File: src/design/twc_map.vh
`ifndef TWC_MAP_VH
`define TWC_MAP_VH
// ****************************************
// register offsets (byte addresses)
// ****************************************
`define TWC_OFF_CTRL 4'h0
`define TWC_OFF_PERIOD 4'h4
`define TWC_OFF_DUTY 4'h8
`define TWC_OFF_STATUS 4'hC
// ****************************************
// control field positions
// ****************************************
`define TWC_MODE_LSB 0
`define TWC_SSEL_LSB 4
`define TWC_CKSEL_LSB 6
`define TWC_CAPEDGE_BIT 8
`define TWC_REPEAT_BIT 9
`define TWC_POL_BIT 10
`define TWC_INIT_BIT 11
// ****************************************
// mode and start select codes
// ****************************************
`define TWC_MODE_TIMER 2'h0
`define TWC_MODE_WINDOW 2'h1
`define TWC_MODE_PWM 2'h2
`define TWC_MODE_PULSE 2'h3
`define TWC_SSEL_STOP 2'h0
`define TWC_SSEL_SW 2'h1
`define TWC_SSEL_RISE 2'h2
`define TWC_SSEL_FALL 2'h3
// ****************************************
// reset values and divider width
// ****************************************
`define TWC_CTRL_RST 12'h000
`define TWC_PERIOD_RST 16'hFFFF
`define TWC_DUTY_RST 16'h0000
`define TWC_DIV_W 4
`endif

File: src/design/twc_tick_div.v
`timescale 1ns/1ps
// ****************************************
// source clock tick divider
// ****************************************
module twc_tick_div #(
	parameter W = 4
) (
	// clock and reset
	input wire aclk,
	input wire aresetn,
	// control
	input wire [1:0] sel,
	// tick out
	output reg tick
);
	reg [W-1:0] cnt_r;
	reg [W-1:0] lim;
	always @* begin
		case (sel)
		2'h0: lim = {W{1'b1}};
		2'h1: lim = {{(W-2){1'b0}}, 2'h3};
		2'h2: lim = {{(W-1){1'b0}}, 1'b1};
		default: lim = {W{1'b0}};
		endcase
	end
	always @(posedge aclk) begin
		if (!aresetn) begin
			cnt_r <= {W{1'b0}};
			tick <= 1'b0;
		end else if (cnt_r >= lim) begin
			cnt_r <= {W{1'b0}};
			tick <= 1'b1;
		end else begin
			cnt_r <= cnt_r + 1'b1;
			tick <= 1'b0;
		end
	end
endmodule // twc_tick_div

File: src/design/twc_timer.v
// Contract
// - window mode counts source ticks gated by the input pin
// - window polarity bit picks counting while high or while low
// - window count equal to period raises match irq and clears
// - width mode starts on the chosen trigger edge, counts ticks
// - capture edge bit: 1 single-edge, 0 double-edge
// - single-edge: opposite edge captures, irq, sets count to one, waits trigger
// - double-edge: capture both edges, clear at trigger, keep counting
// - single-edge counter holds at one after capture until next edge
// - pulse mode starts on pin edge or software start
// - repeat bit: 0 continuous, 1 one-shot
// - duty and period matches toggle output and irq; period clears
// - start select cleared to stop keeps the output level
// - one-shot period match toggles, irq, clears start select
// - output pin is inverse of flop; init bit loads flop
// - init bit loads only when entering pulse mode
`timescale 1ns/1ps
`include "twc_map.vh"
module twc_timer #(
	parameter CW = 16
) (
	// clock and reset
	input wire aclk,
	input wire aresetn,
	// axi4-lite write address
	input wire [3:0] s_axi_awaddr,
	input wire s_axi_awvalid,
	output wire s_axi_awready,
	// axi4-lite write data
	input wire [31:0] s_axi_wdata,
	input wire [3:0] s_axi_wstrb,
	input wire s_axi_wvalid,
	output wire s_axi_wready,
	// axi4-lite write response
	output reg [1:0] s_axi_bresp,
	output reg s_axi_bvalid,
	input wire s_axi_bready,
	// axi4-lite read address
	input wire [3:0] s_axi_araddr,
	input wire s_axi_arvalid,
	output wire s_axi_arready,
	// axi4-lite read data
	output reg [31:0] s_axi_rdata,
	output reg [1:0] s_axi_rresp,
	output reg s_axi_rvalid,
	input wire s_axi_rready,
	// pins
	input wire timer_input_pin,
	output wire pulse_output_pin,
	output reg timer_match_irq
);
	// ****************************************
	// registers
	// ****************************************
	reg [11:0] timer_control_reg;
	reg [CW-1:0] compare_period_reg;
	reg [CW-1:0] capture_duty_reg;
	reg [CW-1:0] count_r;
	reg flop_r;
	reg run_r;
	reg pin_s1_r, pin_s2_r, pin_d_r;
	reg [3:0] aw_a_r;
	reg [31:0] w_d_r;
	reg [3:0] w_s_r;
	reg aw_ok_r, w_ok_r;
	wire tick;
	wire [1:0] mode = timer_control_reg[`TWC_MODE_LSB+1:`TWC_MODE_LSB];
	wire [1:0] ssel = timer_control_reg[`TWC_SSEL_LSB+1:`TWC_SSEL_LSB];
	wire [1:0] cksel = timer_control_reg[`TWC_CKSEL_LSB+1:`TWC_CKSEL_LSB];
	wire capture_edge_mode = timer_control_reg[`TWC_CAPEDGE_BIT];
	wire pulse_repeat_mode = timer_control_reg[`TWC_REPEAT_BIT];
	wire win_pol = timer_control_reg[`TWC_POL_BIT];
	wire output_flop_init = timer_control_reg[`TWC_INIT_BIT];
	// ****************************************
	// pin synchroniser and edges
	// ****************************************
	always @(posedge aclk) begin
		if (!aresetn) begin
			pin_s1_r <= 1'b0;
			pin_s2_r <= 1'b0;
			pin_d_r <= 1'b0;
		end else begin
			pin_s1_r <= timer_input_pin;
			pin_s2_r <= pin_s1_r;
			pin_d_r <= pin_s2_r;
		end
	end
	wire rise = pin_s2_r & ~pin_d_r;
	wire fall = ~pin_s2_r & pin_d_r;
	wire trig = (ssel == `TWC_SSEL_RISE) ? rise :
		(ssel == `TWC_SSEL_FALL) ? fall : 1'b0;
	wire opp = (ssel == `TWC_SSEL_RISE) ? fall :
		(ssel == `TWC_SSEL_FALL) ? rise : 1'b0;
	twc_tick_div #(.W(`TWC_DIV_W)) u_div (
		.aclk(aclk),
		.aresetn(aresetn),
		.sel(cksel),
		.tick(tick)
	);
	// ****************************************
	// axi4-lite write
	// ****************************************
	assign s_axi_awready = ~aw_ok_r & ~s_axi_bvalid;
	assign s_axi_wready = ~w_ok_r & ~s_axi_bvalid;
	wire wr_go = aw_ok_r & w_ok_r;
	wire wr_ctrl = wr_go & (aw_a_r == `TWC_OFF_CTRL);
	always @(posedge aclk) begin
		if (!aresetn) begin
			aw_ok_r <= 1'b0;
			w_ok_r <= 1'b0;
			aw_a_r <= 4'h0;
			w_d_r <= 32'h0;
			w_s_r <= 4'h0;
			s_axi_bvalid <= 1'b0;
			s_axi_bresp <= 2'h0;
		end else begin
			if (s_axi_awvalid && s_axi_awready) begin
				aw_ok_r <= 1'b1;
				aw_a_r <= s_axi_awaddr;
			end
			if (s_axi_wvalid && s_axi_wready) begin
				w_ok_r <= 1'b1;
				w_d_r <= s_axi_wdata;
				w_s_r <= s_axi_wstrb;
			end
			if (wr_go) begin
				aw_ok_r <= 1'b0;
				w_ok_r <= 1'b0;
				s_axi_bvalid <= 1'b1;
				s_axi_bresp <= (aw_a_r == `TWC_OFF_STATUS) ? 2'h2 : 2'h0;
			end else if (s_axi_bvalid && s_axi_bready) begin
				s_axi_bvalid <= 1'b0;
			end
		end
	end
	// ****************************************
	// axi4-lite read
	// ****************************************
	assign s_axi_arready = ~s_axi_rvalid;
	always @(posedge aclk) begin
		if (!aresetn) begin
			s_axi_rvalid <= 1'b0;
			s_axi_rdata <= 32'h0;
			s_axi_rresp <= 2'h0;
		end else if (s_axi_arvalid && s_axi_arready) begin
			s_axi_rvalid <= 1'b1;
			s_axi_rresp <= 2'h0;
			case (s_axi_araddr)
			`TWC_OFF_CTRL: s_axi_rdata <= {20'h0, timer_control_reg};
			`TWC_OFF_PERIOD: s_axi_rdata <= {16'h0, compare_period_reg};
			`TWC_OFF_DUTY: s_axi_rdata <= {16'h0, capture_duty_reg};
			`TWC_OFF_STATUS:
				s_axi_rdata <= {14'h0, run_r, ~flop_r, count_r};
			default: begin
				s_axi_rdata <= 32'h0;
				s_axi_rresp <= 2'h2;
			end
			endcase
		end else if (s_axi_rready) begin
			s_axi_rvalid <= 1'b0;
		end
	end
	// ****************************************
	// timer core
	// ****************************************
	wire [1:0] new_mode = w_s_r[0] ? w_d_r[1:0] : mode;
	wire enter_pulse = wr_ctrl && new_mode == `TWC_MODE_PULSE &&
		mode != `TWC_MODE_PULSE;
	wire next_flop_init = w_s_r[1] ? w_d_r[`TWC_INIT_BIT] : output_flop_init;
	wire hit_per = tick && count_r == compare_period_reg;
	wire hit_duty = tick && count_r == capture_duty_reg;
	wire gate = win_pol ? ~pin_s2_r : pin_s2_r;
	reg one_shot_end;
	always @(posedge aclk) begin
		if (!aresetn) begin
			timer_control_reg <= `TWC_CTRL_RST;
			compare_period_reg <= `TWC_PERIOD_RST;
			capture_duty_reg <= `TWC_DUTY_RST;
			count_r <= {CW{1'b0}};
			flop_r <= 1'b0;
			run_r <= 1'b0;
			timer_match_irq <= 1'b0;
			one_shot_end <= 1'b0;
		end else begin
			timer_match_irq <= 1'b0;
			one_shot_end <= 1'b0;
			if (wr_go && aw_a_r == `TWC_OFF_PERIOD) begin
				if (w_s_r[0]) compare_period_reg[7:0] <= w_d_r[7:0];
				if (w_s_r[1]) compare_period_reg[15:8] <= w_d_r[15:8];
			end
			if (wr_go && aw_a_r == `TWC_OFF_DUTY) begin
				if (w_s_r[0]) capture_duty_reg[7:0] <= w_d_r[7:0];
				if (w_s_r[1]) capture_duty_reg[15:8] <= w_d_r[15:8];
			end
			if (wr_ctrl) begin
				if (w_s_r[0]) timer_control_reg[7:0] <= w_d_r[7:0];
				if (w_s_r[1]) timer_control_reg[11:8] <= w_d_r[11:8];
			end
			if (enter_pulse)
				flop_r <= next_flop_init;
			if (ssel == `TWC_SSEL_STOP || wr_ctrl) begin
				if (ssel == `TWC_SSEL_STOP) begin
					run_r <= 1'b0;
					count_r <= {CW{1'b0}};
				end
			end else case (mode)
			`TWC_MODE_WINDOW: begin
				if (tick && gate) begin
					if (count_r == compare_period_reg) begin
						timer_match_irq <= 1'b1;
						count_r <= {CW{1'b0}};
					end else
						count_r <= count_r + 1'b1;
				end
			end
			`TWC_MODE_PWM: begin
				if (!run_r) begin
					if (trig) begin
						run_r <= 1'b1;
						if (!capture_edge_mode)
							count_r <= {CW{1'b0}};
					end
				end else if (opp) begin
					capture_duty_reg <= count_r;
					timer_match_irq <= 1'b1;
					if (capture_edge_mode) begin
						count_r <= {{(CW-1){1'b0}}, 1'b1};
						run_r <= 1'b0;
					end else if (tick)
						count_r <= count_r + 1'b1;
				end else if (trig && !capture_edge_mode) begin
					capture_duty_reg <= count_r;
					timer_match_irq <= 1'b1;
					count_r <= {CW{1'b0}};
				end else if (tick)
					count_r <= count_r + 1'b1;
			end
			`TWC_MODE_PULSE: begin
				if (!run_r) begin
					// no restart while the one-shot stop is pending
					if (!one_shot_end && (ssel == `TWC_SSEL_SW || trig))
						run_r <= 1'b1;
				end else if (hit_per) begin
					flop_r <= ~flop_r;
					timer_match_irq <= 1'b1;
					count_r <= {CW{1'b0}};
					if (pulse_repeat_mode) begin
						one_shot_end <= 1'b1;
						run_r <= 1'b0;
					end
				end else if (hit_duty) begin
					flop_r <= ~flop_r;
					timer_match_irq <= 1'b1;
					count_r <= count_r + 1'b1;
				end else if (tick)
					count_r <= count_r + 1'b1;
			end
			default: begin
				run_r <= 1'b0;
			end
			endcase
			if (one_shot_end && !wr_ctrl)
				timer_control_reg[`TWC_SSEL_LSB+1:`TWC_SSEL_LSB]
					<= `TWC_SSEL_STOP;
		end
	end
	assign pulse_output_pin = ~flop_r;
endmodule // twc_timer

File: config.mk
export PLATFORM = sky130hd
export DESIGN_NAME = twc_timer
export DESIGN_NICKNAME = d
export VERILOG_FILES = /design/src/design/twc_tick_div.v /design/src/design/twc_timer.v
export VERILOG_INCLUDE_DIRS = /design/src /design/src/design
export SDC_FILE = /design/constraint.sdc
export NUM_CORES = 1
export LEC_CHECK = 0
export ABC_AREA = 1
export BUFFER_PORTS_ARGS = -buffer_cell sky130_fd_sc_hd__buf_2
export CAP_MARGIN = 10
export CORE_MARGIN = 1.5
export CORE_UTILIZATION = 45
export CTS_CLUSTER_DIAMETER = 40
export DETAILED_ROUTE_END_ITERATION = 16
export HOLD_SLACK_MARGIN = 0.05
export PLACE_DENSITY = 0.65
export SYNTH_ARGS = -nofsm -noshare
export SYNTH_HDL_FRONTEND = slang
export SYNTH_SLANG_ARGS = --single-unit
File: constraint.sdc
create_clock -name aclk -period 1.7 [get_ports aclk]
set_input_delay 0.255 -clock aclk [delete_from_list [all_inputs] [get_ports aclk]]
set_output_delay 0.255 -clock aclk [all_outputs]
set_load 0.01 [all_outputs]
==> results.py <==
metrics = {
    "run_status": {
        "status": "finished with violations",
        "violations": "setup timing",
    },
    "yosys": {
        "synth_top_family_by_area": "simple AND/OR/NAND/NOR gates",
        "synth-xor-area-share_pct": 1.67,
        "postSynth.asyncResetShare_pct": 0,
        "yosysSeqAreaShare_pct": 34.6,
        "synthesis.area_um2": 6830,
        "synth_fa_ha_area_share_pct": 1.10,
        "synthFlopType": "dfxtp_1",
        "synth_cell_type_count": 44,
        "yosys_warnings": 0,
        "yosys.area_share.simple_pct": 33.4,
        "ys_ff_latch": 118,
        "synth.avg_cell_area_um2": 6.41,
        "synth_cells": 1064,
        "synth_edf_count": 0,
        "synth_compound_area_share_pct": 18.4,
        "muxShareOfSynthArea_pct": 0,
    },
    "setup_path": {
        "worst-r2r-cell-count": 12,
        "r2r-start": "count_r[12]$_SDFFE_PN0P_",
        "crit_type": "flop to flop",
        "end_kind": "flop",
        "cp_slowest_cell": "dfxtp_4",
        "worst_ep_arrival_time_ps": 2030,
        "r2r-end": "count_r[15]$_SDFFE_PN0P_",
        "cp-start-kind": "flop",
        "path_max_fanout": 7,
        "max_stage_delay_ps": 370,
        "path_common_cell": "nand2_1",
        "rrSetupSlack_ps": -30,
        "cp_data_required_time_ps": 2010,
        "crit_chain": "buf_4, nand2_1, nand2_2, nor2_2, nand2_1, nor2_4, nand3_4, clkbuf_16, nand2_1, nand2_1, nand3_1, a21oi_1",
    },
    "sta": {
        "fmax_mhz": 579,
        "timing.setup.tns_ps": -181,
        "rsz0062_at_grt": "yes",
        "setup_viol": 15,
        "fin_crit_sh_pct": 102,
        "post-route-min-period_ps": 1730,
        "fin_ws_ps": -27.3,
        "maxSlewViolCount": 0,
        "finClkSkew_ps": 8.35,
        "hold_violations": 0,
    },
    "routing": {
        "wl_met2_um": 10200,
        "dr.pass1.iters": 5,
        "drtIter0Drc": 754,
        "wl_per_cell_um": 15.9,
        "top_layer_used": "met4",
        "routed_wirelength_um": 22700,
        "final_antenna_net_count": 0,
        "vias_per_cell": 5.39,
        "num_vias": 7664,
        "wl_met1_um": 10100,
        "drcViolationCount": 0,
        "met3WireLength_um": 1610,
    },
    "cells_and_area": {
        "area_growth_pct": 34.9,
        "drive_above_1_share_pct": 28.3,
        "finalCoreUtilization_pct": 62.9,
        "fill_cells": 1364,
        "largest_reg_flops": 18,
        "final_cell_mix": "nand2_1 (305), buf_4 (119), nor2_1 (104)",
        "final_common_cell": "nand2_1",
        "fin_nets": 1282,
        "regMostFlops": "s_axi_rdata",
        "num_antenna_cells": 0,
    },
    "grt": {
        "antenna_found_initial": 0,
        "grt_start_max_net_pins": 61,
        "grt-ovfl-total": 0,
        "grt_usage_pct": 27.9,
        "grt_pass1_vias": 6804,
        "grt_pass1_wl_um": 34900,
    },
    "floorplan": {
        "die_x_um": 126,
        "core-area_um2": 14600,
        "die_y_um": 126,
        "io_pins": 95,
        "initial_utilization_pct": 46.6,
        "dieArea_um2": 15900,
        "rows": 44,
    },
    "clock_tree": {
        "cts_buffer_depth": 2,
        "clock_latency_ps": 430,
        "clock-sinks": 118,
        "cts_tree": "built",
        "cts-root-buf": "clkbuf_16",
        "numCtsBuffers": 17,
        "cts.clk_slew.worst_paths_ps": 60,
        "htree_num_levels": 4,
    },
    "power_and_ir_drop": {
        "powerDensity_nw_per_um2": 792,
        "ir_drop_v": 0.000677,
        "finalPower_mw": 7.29,
        "p_leak_nw": 3.94,
    },
    "hold_path": {
        "hold_class": "input pin to flop",
        "hold_depth": 3,
        "min_from": "s_axi_wdata[10]",
        "hold_path_end": "w_d_r[10]$_SDFFE_PN0P_",
    },
    "place": {
        "finalWeightedCongestion": 0.913,
        "dp_hpwl_um": 15600,
        "placement.io_buffers": 60,
    },
    "run": {
        "cap_violations": 0,
    },
}
-- stage by stage --
stage | worst slack (ps) | instances | instance area, um2 | hold WS (ps)
after floorplan | 124 | 1079 | 6880 | 353
after global placement | -90.3 | 1378 | 8060 | 394
after detailed placement | -97.9 | 1378 | 8060 | 401
after CTS | -35.9 | 1411 | 8730 | 71.0
after global routing | -113 | 1421 | 9210 | 91.2
final | -27.3 | 1421 | 9210 | 75.7
-- worst max path at each step --
stage / from / to / slack [ps] / cells past startpoint
2_1_floorplan: count_r[0]$_SDFFE_PN0P_ / count_r[10]$_SDFFE_PN0P_ / 120 / 13
5_1_grt: count_r[1]$_SDFFE_PN0P_ / count_r[3]$_SDFFE_PN0P_ / -110 / 12
3_3_place_gp: count_r[2]$_SDFFE_PN0P_ / count_r[15]$_SDFFE_PN0P_ / -90 / 12
6_report: count_r[12]$_SDFFE_PN0P_ / count_r[15]$_SDFFE_PN0P_ / -30 / 12
3_5_place_dp: count_r[3]$_SDFFE_PN0P_ / count_r[14]$_SDFFE_PN0P_ / -100 / 12
4_1_cts: count_r[3]$_SDFFE_PN0P_ / count_r[13]$_SDFFE_PN0P_ / -40 / 12
-- area by class of cell --
cell class	instances	area, um2	area share (%)
clock buffers	19	453	4.92
clock inverters	13	169	1.83
inverters	94	358	3.89
multi-input cells	796	4080	44.3
flip-flops and latches	118	2420	26.3
well taps	184	230	2.50
repair buffers	197	1500	16.3
-- cell usage after synthesis, types with 3 or more instances --
master	number	area (um2)
nor2_4	3	33.8
a211oi_1	3	22.5
nand3_1	49	245
xnor2_1	6	52.6
nand4_1	19	119
inv_1	80	300
nor3_1	4	20.0
nor2_1	120	450
o221ai_1	4	35.0
o2111ai_1	7	61.3
xor2_1	7	61.3
o21ai_1	5	25.0
nand2_1	325	1220
a21oi_1	66	330
o211ai_1	16	120
dfxtp_1	118	2360
ha_1	6	75.1
o21ai_0	83	415
a311oi_1	13	114
inv_2	12	45.0
buf_4	21	158
buf_2	18	90.1
nor2_2	8	50.1
and2_1	7	43.8
clkbuf_1	27	101
o22ai_1	11	68.8
-- per-layer routing --
layer  up-vias  track usage [%]
met2       346             44.0
met5         -                0
li1       3781                -
met1      3472             37.4
met4         0             12.7
met3        65             4.97
-- logic make-up (layout without fill, tap and decap cells) --
group | Yosys count | after routing
flip-flops | 118 | 118
buffers and inverters | 165 | 323
AND/OR/NAND/NOR | 545 | 545
other | 1 | 16
XOR/XNOR | 13 | 13
adder cells (fa/ha/maj) | 6 | 6
AO/OA/AOI/OAI | 216 | 216
-- critical path, delay by kind of cell, from the launching register on --
family	cells	cell delay [ps]
AOI/OAI and AO/OA	1	60
DFF	1	370
and+or+nand+nor	9	810
buffers and inverters	2	360
-- where the power goes --
group / internal, mW / switching (mW) / leakage (nW) / total, mW
combinational: 0.205 / 0.332 / 2.67 / 0.537
sequential: 2.84 / 0.0821 / 0.973 / 2.92
clock: 2.40 / 1.43 / 0.305 / 3.84
total: 5.44 / 1.85 / 3.94 / 7.29
-- timing repair --
item	4_1_cts	5_1_grt
cloned	0	4
buffers inserted	0	6
hold endpoints to repair	1	0
setup endpoints to repair	19	54
pin swaps	4	34
resized for setup	14	109
hold buffers	1	0
Note: power is estimated with default switching activity, not from simulation.
